--- config.mk ---
export PLATFORM = sky130hd
export DESIGN_NAME = i2crc_core
export DESIGN_NICKNAME = d
export VERILOG_FILES = /design/src/core/i2crc_pkg.sv /design/src/core/i2crc_core.sv
export SDC_FILE = /design/constraint.sdc
export NUM_CORES = 1
export LEC_CHECK = 0
export ABC_AREA = 1
export BUFFER_PORTS_ARGS = -buffer_cell sky130_fd_sc_hd__buf_4
export CORE_ASPECT_RATIO = 0.5
export CORE_MARGIN = 8
export CORE_UTILIZATION = 50
export DETAILED_ROUTE_END_ITERATION = 12
export PLACE_DENSITY = 0.72
export SLEW_MARGIN = 5
export SYNTH_ARGS = -nofsm -noshare
export SYNTH_HDL_FRONTEND = slang
export SYNTH_SLANG_ARGS = --single-unit
--- constraint.sdc ---
create_clock -name mclk_i -period 10.85 [get_ports mclk_i]
set_input_delay 0 -clock mclk_i [delete_from_list [all_inputs] [get_ports mclk_i]]
set_output_delay 0 -clock mclk_i [all_outputs]
set_load 0.01 [all_outputs]
--- src/core/i2crc_pkg.sv ---
// Package with register map, field positions, rate tables and states of the bus controller.
package i2crc_pkg;

    // Register byte offsets.
    localparam logic [7:0] I2CRC_OFS_RATE = 8'h00;
    localparam logic [7:0] I2CRC_OFS_CTRL = 8'h04;
    localparam logic [7:0] I2CRC_OFS_STAT = 8'h08;
    localparam logic [7:0] I2CRC_OFS_MASK = 8'h0c;
    localparam logic [7:0] I2CRC_OFS_DATA = 8'h10;
    localparam logic [7:0] I2CRC_OFS_INFO = 8'h14;

    // Control field positions.
    localparam int I2CRC_CTRL_EN   = 7;
    localparam int I2CRC_CTRL_IE   = 6;
    localparam int I2CRC_CTRL_MST  = 5;
    localparam int I2CRC_CTRL_TX   = 4;
    localparam int I2CRC_CTRL_ACK  = 3;
    localparam int I2CRC_CTRL_REPEATED_START_BIT = 2;

    // Rate divider fields, status and info bit positions.
    localparam int I2CRC_RATE_RATE_MULTIPLIER = 6;
    localparam int I2CRC_STAT_DONE = 0;
    localparam int I2CRC_STAT_ARBL = 1;
    localparam int I2CRC_INFO_BUSY = 0;
    localparam int I2CRC_INFO_MAST = 1;
    localparam int I2CRC_INFO_RXAK = 2;

    // Reset values.
    localparam logic [7:0] I2CRC_RATE_RST = 8'h00;
    localparam logic [7:0] I2CRC_CTRL_RST = 8'h00;
    localparam logic [1:0] I2CRC_STAT_RST = 2'h0;
    localparam logic [1:0] I2CRC_MASK_RST = 2'h0;

    // Clock divider and data hold count for rate index 0x00 to 0x1f.
    localparam logic [11:0] I2CRC_DIV_LO [0:31] = '{
        12'h014, 12'h016, 12'h018, 12'h01a, 12'h01c, 12'h01e, 12'h022, 12'h028,
        12'h01c, 12'h020, 12'h024, 12'h028, 12'h02c, 12'h030, 12'h038, 12'h044,
        12'h030, 12'h038, 12'h040, 12'h048, 12'h050, 12'h058, 12'h068, 12'h080,
        12'h050, 12'h060, 12'h070, 12'h080, 12'h090, 12'h0a0, 12'h0c0, 12'h0f0};
    localparam logic [9:0] I2CRC_HOLD_LO [0:31] = '{
        10'h007, 10'h007, 10'h008, 10'h008, 10'h009, 10'h009, 10'h00a, 10'h00a,
        10'h007, 10'h007, 10'h009, 10'h009, 10'h00b, 10'h00b, 10'h00d, 10'h00d,
        10'h009, 10'h009, 10'h00d, 10'h00d, 10'h011, 10'h011, 10'h015, 10'h015,
        10'h009, 10'h009, 10'h011, 10'h011, 10'h019, 10'h019, 10'h021, 10'h021};

    // Clock divider and data hold count for rate index 0x20 to 0x3f.
    localparam logic [11:0] I2CRC_DIV_HI [0:31] = '{
        12'h0a0, 12'h0c0, 12'h0e0, 12'h100, 12'h120, 12'h140, 12'h180, 12'h1e0,
        12'h140, 12'h180, 12'h1c0, 12'h200, 12'h240, 12'h280, 12'h300, 12'h3c0,
        12'h280, 12'h300, 12'h380, 12'h400, 12'h480, 12'h500, 12'h600, 12'h780,
        12'h500, 12'h600, 12'h700, 12'h800, 12'h900, 12'ha00, 12'hc00, 12'hf00};
    localparam logic [9:0] I2CRC_HOLD_HI [0:31] = '{
        10'h011, 10'h011, 10'h021, 10'h021, 10'h031, 10'h031, 10'h041, 10'h041,
        10'h021, 10'h021, 10'h041, 10'h041, 10'h061, 10'h061, 10'h081, 10'h081,
        10'h041, 10'h041, 10'h081, 10'h081, 10'h0c1, 10'h0c1, 10'h101, 10'h101,
        10'h081, 10'h081, 10'h101, 10'h101, 10'h181, 10'h181, 10'h201, 10'h201};

    // Bus engine states.
    typedef enum logic [3:0] {
        I2CRC_IDLE, I2CRC_START, I2CRC_WAIT, I2CRC_LOW, I2CRC_HIGH,
        I2CRC_STOP_A, I2CRC_STOP_B, I2CRC_STOP_C, I2CRC_RS_A, I2CRC_RS_B
    } i2crc_state_e;

endpackage

--- src/core/i2crc_core.sv ---
// Two-wire bus controller with rate lookup, control register and AHB-Lite register slave.
//
// Function
// Rate index 0x00-0x1f picks divider and hold count from first table.
// Rate index 0x20-0x3f picks divider and hold count from second table.
// Controller runs only while enable bit 7 is one.
// Interrupt request raised only while interrupt enable bit 6 is one.
// Master select rising makes a START and enters master operation.
// Master select falling makes a STOP and returns to slave operation.
// Direction bit 4: zero receives, one transmits.
// Software keeps direction matching the transfer, transmit for address bytes.
// Software sets direction per captured slave read/write flag when addressed.
// Receiver acknowledge: drive data low when bit 3 is zero, else no acknowledge.
// Writing one to bit 2 makes a repeated START while current master.
// Repeated-start bit always reads zero.
// Repeated START at improper time counts as lost arbitration.
// Bit rate is bus clock over multiplier times selected divider.
// Multiplier field: 00 gives 1, 01 gives 2, 10 gives 4, 11 reserved.
// Data changes hold count cycles after the falling serial clock edge.
// Disabled controller releases both lines and ignores the bus.
`timescale 1ns/1ps
`default_nettype none

module i2crc_core (
    input  wire logic        mclk_i,      // Bus clock, 25 MHz.
    input  wire logic        reset_i,     // Synchronous reset, active high.
    input  wire logic        hsel_i,      // AHB slave select.
    input  wire logic [31:0] haddr_i,     // AHB address.
    input  wire logic [1:0]  htrans_i,    // AHB transfer type.
    input  wire logic        hwrite_i,    // AHB write strobe.
    input  wire logic [2:0]  hsize_i,     // AHB size, word only.
    input  wire logic [31:0] hwdata_i,    // AHB write data.
    input  wire logic        hready_i,    // AHB bus ready.
    output logic             hreadyout_o, // AHB slave ready.
    output logic             hresp_o,     // AHB response, always OKAY.
    output logic [31:0]      hrdata_o,    // AHB read data.
    input  wire logic        scl_i,       // Serial clock line level.
    output logic             scl_o,       // Serial clock drive value.
    output logic             scl_oe_o,    // Serial clock pulled low while high.
    input  wire logic        sda_i,       // Serial data line level.
    output logic             sda_o,       // Serial data drive value.
    output logic             sda_oe_o,    // Serial data pulled low while high.
    output logic             irq_o        // Level interrupt request.
);
    import i2crc_pkg::*;

    logic [7:0]   rate_reg, rate_next;
    logic [7:0]   ctrl_reg, ctrl_next;
    logic [1:0]   stat_reg, stat_next;
    logic [1:0]   mask_reg, mask_next;
    logic [7:0]   txd_reg, txd_next;
    logic [7:0]   rxd_reg, rxd_next;
    logic [7:0]   shift_reg, shift_next;
    i2crc_state_e state_reg, state_next;
    logic [12:0]  cnt_reg, cnt_next;
    logic [3:0]   bit_reg, bit_next;
    logic         dir_reg, dir_next;
    logic         rxak_reg, rxak_next;
    logic         scl_drv_reg, scl_drv_next;
    logic         sda_drv_reg, sda_drv_next;
    logic         go_reg, go_next;
    logic         ap_wr_reg, ap_wr_next;
    logic [7:0]   ap_addr_reg, ap_addr_next;
    logic [31:0]  hrdata_reg, hrdata_next;

    logic [11:0]  div_sel;
    logic [9:0]   hold_sel;
    logic [13:0]  prod;
    logic [12:0]  half_m1;
    logic         phase_end;
    logic         hold_hit;
    logic         sda_bit;
    logic         rs_req;
    logic         lost;
    logic [1:0]   stat_set;
    logic [1:0]   stat_clr;
    logic         ap_take;
    logic         master;

    // Rate selection from the index; the index msb chooses the table.
    // First table below 0x20, second table from 0x20 up.
    assign div_sel  = rate_reg[5] ? I2CRC_DIV_HI[rate_reg[4:0]] : I2CRC_DIV_LO[rate_reg[4:0]];
    assign hold_sel = rate_reg[5] ? I2CRC_HOLD_HI[rate_reg[4:0]] : I2CRC_HOLD_LO[rate_reg[4:0]];

    // A bit period is mul times divider cycles, split in two halves.
    always_comb
    begin
        // Multiplier decode, reserved code runs as factor one.
        unique case (rate_reg[I2CRC_RATE_RATE_MULTIPLIER +: 2])
            2'h1:    prod = {1'b0, div_sel, 1'b0};
            2'h2:    prod = {div_sel, 2'h0};
            default: prod = {2'h0, div_sel};
        endcase
        // Half period counted in bus clocks.
        half_m1 = prod[13:1] - 13'h0001;
    end

    assign phase_end = (cnt_reg == half_m1);
    // Hold point; the change lands hold count cycles after the clock fell.
    assign hold_hit  = (cnt_reg == ({3'h0, hold_sel} - 13'h0001));
    assign master    = (state_reg != I2CRC_IDLE);
    assign ap_take   = hsel_i && hready_i && htrans_i[1];

    // Value for the current bit: data, or acknowledge slot in the ninth bit.
    // Receiver sends acknowledge per the acknowledge control bit.
    assign sda_bit = (bit_reg != 4'h8) ? (dir_reg ? shift_reg[7] : 1'b1)
                                       : (dir_reg ? 1'b1 : ctrl_reg[I2CRC_CTRL_ACK]);

    // Next state of registers, bus slave and bus engine.
    always_comb
    begin
        rate_next    = rate_reg;
        ctrl_next    = ctrl_reg;
        mask_next    = mask_reg;
        txd_next     = txd_reg;
        rxd_next     = rxd_reg;
        shift_next   = shift_reg;
        state_next   = state_reg;
        cnt_next     = cnt_reg;
        bit_next     = bit_reg;
        dir_next     = dir_reg;
        rxak_next    = rxak_reg;
        scl_drv_next = scl_drv_reg;
        sda_drv_next = sda_drv_reg;
        go_next      = go_reg;
        ap_wr_next   = 1'b0;
        ap_addr_next = ap_addr_reg;
        hrdata_next  = hrdata_reg;
        rs_req       = 1'b0;
        lost         = 1'b0;
        stat_set     = 2'h0;
        stat_clr     = 2'h0;

        // Data phase of a write: the value stands on hwdata now.
        if (ap_wr_reg)
        begin
            case (ap_addr_reg)
                I2CRC_OFS_RATE: rate_next = hwdata_i[7:0];
                I2CRC_OFS_CTRL:
                begin
                    // Repeated-start bit is never stored.
                    ctrl_next = hwdata_i[7:0] & ~(8'h01 << I2CRC_CTRL_REPEATED_START_BIT);
                    // Request a repeated start.
                    rs_req    = hwdata_i[I2CRC_CTRL_REPEATED_START_BIT];
                end
                I2CRC_OFS_STAT: stat_clr = hwdata_i[1:0];
                I2CRC_OFS_MASK: mask_next = hwdata_i[1:0];
                I2CRC_OFS_DATA:
                begin
                    txd_next = hwdata_i[7:0];
                    // A write starts a byte only in transmit.
                    go_next  = master && ctrl_reg[I2CRC_CTRL_TX];
                end
                default: ;
            endcase
        end

        // Address phase: reads are answered from flops in the next cycle.
        if (ap_take)
        begin
            ap_wr_next   = hwrite_i;
            ap_addr_next = haddr_i[7:0];
            hrdata_next  = 32'h0000_0000;
            if (!hwrite_i)
            begin
                case (haddr_i[7:0])
                    I2CRC_OFS_RATE: hrdata_next[7:0] = rate_reg;
                    I2CRC_OFS_CTRL: hrdata_next[7:0] = ctrl_reg;
                    I2CRC_OFS_STAT: hrdata_next[1:0] = stat_reg;
                    I2CRC_OFS_MASK: hrdata_next[1:0] = mask_reg;
                    I2CRC_OFS_DATA:
                    begin
                        hrdata_next[7:0] = rxd_reg;
                        // A read starts the next byte only in receive.
                        go_next = go_next || (master && !ctrl_reg[I2CRC_CTRL_TX]);
                    end
                    I2CRC_OFS_INFO:
                    begin
                        hrdata_next[I2CRC_INFO_BUSY] = master;
                        hrdata_next[I2CRC_INFO_MAST] = ctrl_reg[I2CRC_CTRL_MST];
                        hrdata_next[I2CRC_INFO_RXAK] = rxak_reg;
                    end
                    default: ;
                endcase
            end
        end

        // Bus engine; drivers pull the line low while set.
        unique case (state_reg)
            I2CRC_IDLE:
            begin
                scl_drv_next = 1'b0;
                sda_drv_next = 1'b0;
                cnt_next     = 13'h0000;
                if (ctrl_reg[I2CRC_CTRL_MST])
                begin
                    // Data falls while the clock is high.
                    sda_drv_next = 1'b1;
                    state_next   = I2CRC_START;
                end
            end
            I2CRC_START:
            begin
                cnt_next = cnt_reg + 13'h0001;
                if (phase_end)
                begin
                    scl_drv_next = 1'b1;
                    cnt_next     = 13'h0000;
                    state_next   = I2CRC_WAIT;
                end
            end
            I2CRC_WAIT:
            begin
                // Clock held low between bytes; data released after hold.
                cnt_next     = hold_hit ? cnt_reg : cnt_reg + 13'h0001;
                sda_drv_next = hold_hit ? 1'b0 : sda_drv_reg;
                if (!ctrl_reg[I2CRC_CTRL_MST])
                begin
                    // Leave master operation through a STOP.
                    sda_drv_next = 1'b1;
                    cnt_next     = 13'h0000;
                    state_next   = I2CRC_STOP_A;
                end
                else if (go_reg)
                begin
                    go_next    = 1'b0;
                    bit_next   = 4'h0;
                    cnt_next   = 13'h0000;
                    // Direction is latched for the whole byte.
                    dir_next   = ctrl_reg[I2CRC_CTRL_TX];
                    shift_next = ctrl_reg[I2CRC_CTRL_TX] ? txd_reg : 8'h00;
                    state_next = I2CRC_LOW;
                end
            end
            I2CRC_LOW:
            begin
                cnt_next = cnt_reg + 13'h0001;
                if (hold_hit)
                begin
                    // Data line changes at the hold point.
                    sda_drv_next = ~sda_bit;
                end
                if (phase_end)
                begin
                    scl_drv_next = 1'b0;
                    cnt_next     = 13'h0000;
                    state_next   = I2CRC_HIGH;
                end
            end
            I2CRC_HIGH:
            begin
                // A slave stretching the clock pauses the count.
                cnt_next = scl_i ? cnt_reg + 13'h0001 : cnt_reg;
                if (scl_i && phase_end)
                begin
                    cnt_next     = 13'h0000;
                    scl_drv_next = 1'b1;
                    if (dir_reg && (bit_reg != 4'h8) && !sda_drv_reg && !sda_i)
                    begin
                        lost = 1'b1;
                    end
                    else if (bit_reg == 4'h8)
                    begin
                        rxak_next  = dir_reg ? sda_i : rxak_reg;
                        rxd_next   = dir_reg ? rxd_reg : shift_reg;
                        stat_set[I2CRC_STAT_DONE] = 1'b1;
                        state_next = I2CRC_WAIT;
                    end
                    else
                    begin
                        bit_next   = bit_reg + 4'h1;
                        shift_next = {shift_reg[6:0], dir_reg ? 1'b0 : sda_i};
                        state_next = I2CRC_LOW;
                    end
                end
            end
            I2CRC_STOP_A:
            begin
                cnt_next = cnt_reg + 13'h0001;
                if (phase_end)
                begin
                    scl_drv_next = 1'b0;
                    cnt_next     = 13'h0000;
                    state_next   = I2CRC_STOP_B;
                end
            end
            I2CRC_STOP_B:
            begin
                cnt_next = cnt_reg + 13'h0001;
                if (phase_end)
                begin
                    // Data rises while the clock is high.
                    sda_drv_next = 1'b0;
                    cnt_next     = 13'h0000;
                    state_next   = I2CRC_STOP_C;
                end
            end
            I2CRC_STOP_C:
            begin
                // Bus free time before a new start may follow.
                cnt_next = cnt_reg + 13'h0001;
                if (phase_end)
                begin
                    state_next = I2CRC_IDLE;
                end
            end
            I2CRC_RS_A:
            begin
                sda_drv_next = 1'b0;
                cnt_next     = cnt_reg + 13'h0001;
                if (phase_end)
                begin
                    scl_drv_next = 1'b0;
                    cnt_next     = 13'h0000;
                    state_next   = I2CRC_RS_B;
                end
            end
            I2CRC_RS_B:
            begin
                cnt_next = cnt_reg + 13'h0001;
                if (phase_end)
                begin
                    sda_drv_next = 1'b1;
                    cnt_next     = 13'h0000;
                    state_next   = I2CRC_START;
                end
            end
        endcase

        // Repeated start only from a held clock as master.
        if (rs_req)
        begin
            if ((state_reg == I2CRC_WAIT) && ctrl_next[I2CRC_CTRL_MST])
            begin
                cnt_next   = 13'h0000;
                go_next    = 1'b0;
                state_next = I2CRC_RS_A;
            end
            else
            begin
                // Wrong timing counts as lost arbitration.
                lost = 1'b1;
            end
        end

        // Lost arbitration drops mastership without a stop.
        if (lost)
        begin
            stat_set[I2CRC_STAT_ARBL] = 1'b1;
            ctrl_next[I2CRC_CTRL_MST] = 1'b0;
            scl_drv_next = 1'b0;
            sda_drv_next = 1'b0;
            go_next      = 1'b0;
            cnt_next     = 13'h0000;
            state_next   = I2CRC_IDLE;
        end

        // Disabled: lines released and bus ignored.
        if (!ctrl_next[I2CRC_CTRL_EN])
        begin
            scl_drv_next = 1'b0;
            sda_drv_next = 1'b0;
            go_next      = 1'b0;
            cnt_next     = 13'h0000;
            state_next   = I2CRC_IDLE;
        end

        // Set wins over a write-one clear in the same cycle.
        stat_next = (stat_reg & ~stat_clr) | stat_set;
    end

    // Register update.
    always_ff @(posedge mclk_i)
    begin
        if (reset_i)
        begin
            rate_reg    <= I2CRC_RATE_RST;
            ctrl_reg    <= I2CRC_CTRL_RST;
            stat_reg    <= I2CRC_STAT_RST;
            mask_reg    <= I2CRC_MASK_RST;
            txd_reg     <= 8'h00;
            rxd_reg     <= 8'h00;
            shift_reg   <= 8'h00;
            state_reg   <= I2CRC_IDLE;
            cnt_reg     <= 13'h0000;
            bit_reg     <= 4'h0;
            dir_reg     <= 1'b0;
            rxak_reg    <= 1'b0;
            scl_drv_reg <= 1'b0;
            sda_drv_reg <= 1'b0;
            go_reg      <= 1'b0;
            ap_wr_reg   <= 1'b0;
            ap_addr_reg <= 8'h00;
            hrdata_reg  <= 32'h0000_0000;
        end
        else
        begin
            rate_reg    <= rate_next;
            ctrl_reg    <= ctrl_next;
            stat_reg    <= stat_next;
            mask_reg    <= mask_next;
            txd_reg     <= txd_next;
            rxd_reg     <= rxd_next;
            shift_reg   <= shift_next;
            state_reg   <= state_next;
            cnt_reg     <= cnt_next;
            bit_reg     <= bit_next;
            dir_reg     <= dir_next;
            rxak_reg    <= rxak_next;
            scl_drv_reg <= scl_drv_next;
            sda_drv_reg <= sda_drv_next;
            go_reg      <= go_next;
            ap_wr_reg   <= ap_wr_next;
            ap_addr_reg <= ap_addr_next;
            hrdata_reg  <= hrdata_next;
        end
    end

    // Zero-wait slave; open-drain pins only ever pull low.
    assign hreadyout_o = 1'b1;
    assign hresp_o     = 1'b0;
    assign hrdata_o    = hrdata_reg;
    assign scl_o       = 1'b0;
    assign sda_o       = 1'b0;
    assign scl_oe_o    = scl_drv_reg;
    assign sda_oe_o    = sda_drv_reg;
    // Request gated by enable and interrupt enable.
    assign irq_o = ctrl_reg[I2CRC_CTRL_EN] && ctrl_reg[I2CRC_CTRL_IE] && |(stat_reg & mask_reg);

endmodule // i2crc_core

`default_nettype wire

Yosys cells after proc, flatten, opt, wreduce, memory -nomap -nowiden
Memories as Yosys holds them, arrays and structs flattened.
Index checks and enable logic that the tools add are counted.
{"block": "word_totals", "reg_bits": 86, "latchBits": 0, "ram_bits": 0, "rom_bits": 1408, "input_bits": 76, "elab_cells": 204, "n_memories": 4}
{"name": "(no name shown)", "words": 32, "word_bits": 12, "read_ports": 1, "rd_ports_with_merged_regs": 0, "write_ports": 0, "line_no": "i2crc_core.sv:82", "rtl": "assign div_sel = rate_reg[5] ? I2CRC_DIV_HI[rate_reg[4:0]] : I2CRC_DIV_LO[rate_reg[4:0]];"}
{"name": "(no name shown)", "words": 32, "word_bits": 12, "read_ports": 1, "rd_ports_with_merged_regs": 0, "write_ports": 0, "line_no": "i2crc_core.sv:82"}
{"name": "(no name shown)", "words": 32, "word_bits": 10, "read_ports": 1, "rd_ports_with_merged_regs": 0, "write_ports": 0, "line_no": "i2crc_core.sv:83", "rtl": "assign hold_sel = rate_reg[5] ? I2CRC_HOLD_HI[rate_reg[4:0]] : I2CRC_HOLD_LO[rate_reg[4:0]];"}
{"name": "(no name shown)", "words": 32, "word_bits": 10, "read_ports": 1, "rd_ports_with_merged_regs": 0, "write_ports": 0, "line_no": "i2crc_core.sv:83"}
{"block": "op_classes", "add_sub_neg": 4, "mul": 0, "n_div": 0, "order_cmp": 1, "eq_ne": 35, "n_shift": 0, "mux": 92, "bitwise_logic": 10, "n_reduce_logical": 38}
{"cell": "$mux 13", "n": 8}
{"cell": "$mux 4", "n": 19}
{"cell": "$mux 8", "n": 9}
{"cell": "$pmux 13 s5", "n": 1}
{"cell": "$mux 12", "n": 5}
{"cell": "$mux 10", "n": 5}
{"cell": "$pmux 4 s10", "n": 1}
{"cell": "$mux 1", "n": 34}
{"cell": "$eq 8x4->1 const B", "n": 4}
{"cell": "$pmux 14 s2", "n": 1}
{"cell": "$eq 13x13->1", "n": 2}
{"cell": "$eq 8x5->1 const B", "n": 3}
{"cell": "$ne 2x2->1 const B", "n": 9}
{"cell": "$eq 4x3->1 const B", "n": 4}
{"cell": "$eq 8x3->1 const B", "n": 2}
{"cell": "$logic_not 8->1", "n": 2}
{"cell": "$pmux 8 s2", "n": 1}
{"cell": "$pmux 5 s3", "n": 1}
{"cell": "$reduce_and 5->1", "n": 3}
{"cell": "$add 13x1->13 const B", "n": 1}
{"cell": "$sub 13x1->13 const B", "n": 1}
{"cell": "$eq 4x4->1 const B", "n": 3}
{"cell": "$pmux 2 s6", "n": 1}
{"cell": "$logic_and 1x1->1", "n": 11}
{"cell": "other kinds (33)", "n": 49}

Depth between registers and ports, before layout
{"block": "logic_depth", "word_depth": 15, "mapped_depth": 28, "ltp_nobuf": 27}

Least setup slack after synthesis
Ideal clock, no wire load.
{"block": "synth_path", "path_kind": "register to register", "startpoint": "register rate_reg[1]", "endpoint": "register cnt_reg[4]", "setup_time_ps": 114, "t_arrival_ps": 3410, "setup_slack_ps": 7326, "path_stages_with_launch": 26, "period_less_slack_ps": 3524, "path_cell_list": "dfxtp_1 > clkbuf_1 > inv_1 > ha_1 > inv_1 > nand2_1 > nand3_1 > nor2_1 > nand2_1 > nand2_1 > inv_1 > ha_1 > xnor2_1 > a21oi_1 > nand2_1 > inv_1 > nand3_1 > nor2_1 > nand2_1 > nor2_2 > nand3_4 > a21oi_4 > buf_6 > nor2_1 > nor2_1 > nor2_2"}
{"block": "synth_via", "elab_chain_len": 14, "elab_cells_between_ends": 34}
{"element": "start, declared", "line_no": "i2crc_core.sv:47", "rtl": "logic [7:0] rate_reg, rate_next;"}
{"element": "start signal, assigned", "line_no": "i2crc_core.sv:398", "rtl": "rate_reg <= rate_next;"}
{"element": "$not 5->6 (not written as such) (*)", "line_no": "i2crc_core.sv:82, i2crc_core.sv:83"}
{"element": "$mem_v2 32x12"}
{"element": "$mux 12 (not written as such) (2 in a row)", "line_no": "i2crc_core.sv:82"}
{"element": "$mux 12", "line_no": "i2crc_core.sv:82"}
{"element": "$pmux 14 s2", "line_no": "i2crc_core.sv:89", "rtl": "unique case (rate_reg[I2CRC_RATE_RATE_MULTIPLIER +: 2])"}
{"element": "$sub 13x1->13", "line_no": "i2crc_core.sv:95", "rtl": "half_m1 = prod[13:1] - 13'h0001;"}
{"element": "$eq 13x13->1", "line_no": "i2crc_core.sv:98", "rtl": "assign phase_end = (cnt_reg == half_m1);"}
{"element": "$logic_and 1x1->1", "line_no": "i2crc_core.sv:254", "rtl": "if (scl_i && phase_end)"}
{"element": "$mux 1", "line_no": "i2crc_core.sv:254"}
{"element": "$mux 1", "line_no": "i2crc_core.sv:189", "rtl": "unique case (state_reg)"}
{"element": "$mux 1", "line_no": "i2crc_core.sv:333", "rtl": "if ((state_reg == I2CRC_WAIT) && ctrl_next[I2CRC_CTRL_MST])"}
{"element": "$mux 1", "line_no": "i2crc_core.sv:331", "rtl": "if (rs_req)"}
{"element": "$reduce_or 3->1 (no line)"}
{"element": "end signal, assigned", "line_no": "i2crc_core.sv:406", "rtl": "cnt_reg <= cnt_next;"}
{"element": "end, declared", "line_no": "i2crc_core.sv:55", "rtl": "logic [12:0] cnt_reg, cnt_next;"}
Mark *: on every way between the ends. The rest lies on a longest branch, timed or not. The select of a mux whose other input is x is not followed.
A chain may end at the register's enable or synchronous reset.

Worst setup path in the final report
{"block": "layout_path", "startpoint": "register rate_reg[1]", "endpoint": "register state_reg[2]"}
{"block": "layout_via", "elab_chain_len": 14, "elab_cells_between_ends": 28}
{"element": "$not 5->6 (not written as such) (*)", "line_no": "i2crc_core.sv:82"}
{"element": "$mem_v2 32x12"}
{"element": "$mux 12 (not written as such) (2 in a row)", "line_no": "i2crc_core.sv:82"}
{"element": "$mux 12 (*)", "line_no": "i2crc_core.sv:82"}
{"element": "$pmux 14 s2 (*)", "line_no": "i2crc_core.sv:89"}
{"element": "$sub 13x1->13 (*)", "line_no": "i2crc_core.sv:95"}
{"element": "$eq 13x13->1 (*)", "line_no": "i2crc_core.sv:98"}
{"element": "$logic_and 1x1->1", "line_no": "i2crc_core.sv:254"}
{"element": "$mux 1", "line_no": "i2crc_core.sv:254"}
{"element": "$mux 1", "line_no": "i2crc_core.sv:189"}
{"element": "$mux 1", "line_no": "i2crc_core.sv:333"}
{"element": "$mux 1", "line_no": "i2crc_core.sv:331"}
{"element": "$reduce_or 3->1 (no line)"}
{"element": "end signal, assigned", "line_no": "i2crc_core.sv:405", "rtl": "state_reg <= state_next;"}
{"element": "end, declared", "line_no": "i2crc_core.sv:54", "rtl": "i2crc_state_e state_reg, state_next;"}
Marked as above.

==> out/metrics.csv <==
stage;metric;value;unit
outcome;run status;completed;
floorplanning;Die Width;186.8;um
placed_design;IO buf count;34;
cts;Clock Latency Late Sink;0.34;ns
placed_design;RePlAce Congestion;0.9130;
placed_design;dpl hpwl;15.41;mm
global_routing;global route overflow;0;
timing;max-slew violations;0;
drt;vias;7608;
global_routing;largest net degree at the start of global routing;41;
timing;f_max;217.5;MHz
power_and_ir_drop;Reg power frac;0.472;
worst_setup_path;CP Launch Type;flop;
cts;TritonCTS buffer count;9;
timing;RSZ-0062 raised after global routing;no;
worst_hold_path;Min-Delay Endpoint;rate_reg[5];
worst_setup_path;CP max FO;20;
power_and_ir_drop;cell internal pwr;0.4970;mW
timing;max_slew headroom;0.2830;
final_layout;max reg flops;13;
power_and_ir_drop;switching pwr;0.1806;mW
drt;DR pass1 iterations;5;
timing;setup TNS;0;ns
worst_setup_path;CP arrival;4.83;ns
final_layout;Antenna diodes;0;
final_layout;area grow syn2layout;8.525;%
cts;CTS tree;done;
global_routing;first-pass GRT wire length;34.19;mm
final_layout;share of cells above drive strength 1;0.09764;
worst_setup_path;Register-to-Register Path Depth;23;
worst_setup_path;worst r2r dst;state_reg[2];
cts;# H-tree levels;3;
floorplanning;Die H;101.4;um
timing;min Tclk post-route;4.598;ns
timing;Worst Tran Pin Value;1.072;ns
floorplanning;row cnt;31;
timing;clk_skew;0.009369;ns
yosys;FFs w/ async S/R, synth;0;
cts;CTS sink count;86;
power_and_ir_drop;Final Total Pwr;0.6776;mW
cts;Clock Tree Root;clkbuf_16;
floorplanning;total core area;0.01435;mm2
timing;final hold slack;0.03334;ns
timing;Final Cycle Share;0.4238;
power_and_ir_drop;Cell Pwr Density;85.60;mW/mm2
yosys;Synth Instances;1204;
worst_hold_path;worst min path class;in -> reg;
drt;wire length per cell;14.24;um
power_and_ir_drop;Net Sw Frac;0.2665;
worst_setup_path;RR Startpoint;rate_reg[1];
yosys;Cell Area, Synth;0.007294;mm2
yosys;top cell types by occurrence after synthesis;nand2_1, nor2_1, inv_1;
worst_setup_path;Worst setup EP type;flop;
yosys;EDFF count, synth;0;
worst_hold_path;HP Start;hwdata_i[5];
drt;Residual DRC;0;
worst_setup_path;Worst R2R Setup Slack;6.25;ns
drt;drt initial violations;723;
worst_setup_path;Crit path required time;11.09;ns
power_and_ir_drop;Gate power share;0.092;
global_routing;vias in the first global route;7178;
final_layout;Final Non-Filler Cells;1427;
timing;setup violators final;0;
job;Max Cap Viol;0;
floorplanning;I/O pins;115;
yosys;flops & latches, synth;86;
final_layout;Nets;1317;
cts;CTS Buffer Depth;2;
global_routing;Total GRT Usage;0.2123;
floorplanning;Initial Utilization;0.5083;
yosys;Synth Warn #;0;
power_and_ir_drop;Clk network pwr share;0.436;
power_and_ir_drop;Leakage;3.522;nW
drt;Via density;5.331;
yosys;Seq/Total Area, Yosys;0.2360;
worst_setup_path;Crit Path Category;reg -> reg;
drt;final WL;20.32;mm
power_and_ir_drop;maximum VDD drop;0.00006387;V
timing;final hold violation count;0;
yosys;synth top area cells;dfxtp_1, nand2_1, nor2_1;
yosys;Synth area leader;dfxtp_1;
placed_design;Placed Instances;1394;
yosys;top_reg_cell synth;dfxtp_1;
global_routing;initial antenna violation count;0;
floorplanning;Die ar.;0.01894;mm2
cts;post-cts sizing count;0;
yosys;post-synth top area share;0.2360;
yosys;Synth cell types;47;
yosys;count leader, synth;nand2_1;
worst_hold_path;Hold Crit Depth;3;
yosys;Synth Area per Inst;6.059;um2
cts;Worst-path clk slew;0.06;ns
drt;post-route ant nets;0;
[critical path, stage by stage (launching register included)]
cell and delay (ns):
dfxtp_1 0.65, inv_1 0.26, ha_1 0.41, inv_1 0.05
nand2_1 0.10, nand3_1 0.13, nor2_1 0.24, nand2_1 0.11
nand2_1 0.12, inv_1 0.06, ha_1 0.28, xnor2_1 0.12
a21oi_1 0.24, nand2_1 0.08, inv_1 0.05, nand3_1 0.07
nor2_1 0.16, nand3_1 0.17, nor2_4 0.27, nand3_1 0.10
nand2_1 0.51, nand2_1 0.10, nor2_1 0.13, nor2_1 0.06
[cell usage in the layout, fill, tap and decap left out, drive strengths merged]
cell type,Yosys,routed
clkinv,5,7
xnor3,1,1
o21ai,67,67
inv,141,144
dfxtp,86,86
nand3,138,138
nand2,289,289
ha,17,17
clkinvlp,0,1
nor4,5,5
o221ai,1,1
clkbuf,26,10
nand4,22,22
a21oi,62,62
nor2,205,205
a22o,1,1
o22ai,10,10
dlygate4sd3,0,17
nand3b,3,3
and2,1,1
xnor2,4,4
xor2,25,25
buf,45,37
a221oi,2,2
a31oi,4,4
conb,2,28
a211oi,12,12
o2111ai,2,2
and3,4,4
nor3,20,20
or2,3,3
o211ai,1,1
[stage by stage]
step	setup slack, ns	utilization	instance area [um2]
2_1_floorplan	7.326	-	7392
3_3_place_gp	6.402	0.5208	7473
3_5_place_dp	6.277	0.5208	7473
4_1_cts	6.265	0.5516	7916
5_1_grt	5.765	0.5516	7916
6_report	6.252	0.5516	7916
[per-layer routing]
layer  GRT usage  routed length [um]
met5           0                   0
met4     0.05518                 235
met3     0.04021                1631
met2      0.3579                9028
met1      0.2778                9421
[worst max-delay path by stage]
stage,start,endpoint,cells past startpoint
2_1_floorplan,rate_reg[1],cnt_reg[4],25
5_1_grt,rate_reg[1],state_reg[2],23
3_5_place_dp,rate_reg[1],shift_reg[2],23
6_report,rate_reg[1],state_reg[2],23
3_3_place_gp,rate_reg[1],state_reg[2],23
4_1_cts,rate_reg[1],shift_reg[2],23
[power groups by stage]
stage | logic [mW] | registers [mW] | clock network (mW)
after floorplan | 0.0483 | 0.326 | 0
after global placement | 0.0552 | 0.327 | 0
after detailed placement | 0.0560 | 0.327 | 0
after CTS | 0.0611 | 0.320 | 0.298
after global routing | 0.0695 | 0.320 | 0.312
final | 0.0623 | 0.320 | 0.295
[logic make-up after synthesis]
logic type / after synthesis / synth area share
AOI/OAI and AO/OA: 162 / 0.1232
DFF: 86 / 0.2360
adders and majority gates: 17 / 0.02916
buffers and inverters: 217 / 0.1362
xor gates and xnor gates: 30 / 0.03791
and+or+nand+nor: 690 / 0.4365
other: 2 / 0.001030
[cell type report]
type / count / area, um2
flip-flops and latches: 86 / 1722
inverters: 146 / 549.3
repair buffers: 54 / 447.9
multi-input cells: 927 / 4677
fillers: 1493 / 6435
clock inverters: 6 / 43.79
well taps: 198 / 247.7
clock buffers: 10 / 229.0
[timing repair]
item	CTS	global route
buffers inserted	0	0
hold endpoints to repair	23	0
hold buffers	17	0
Note: power is estimated with default switching activity, not from simulation.
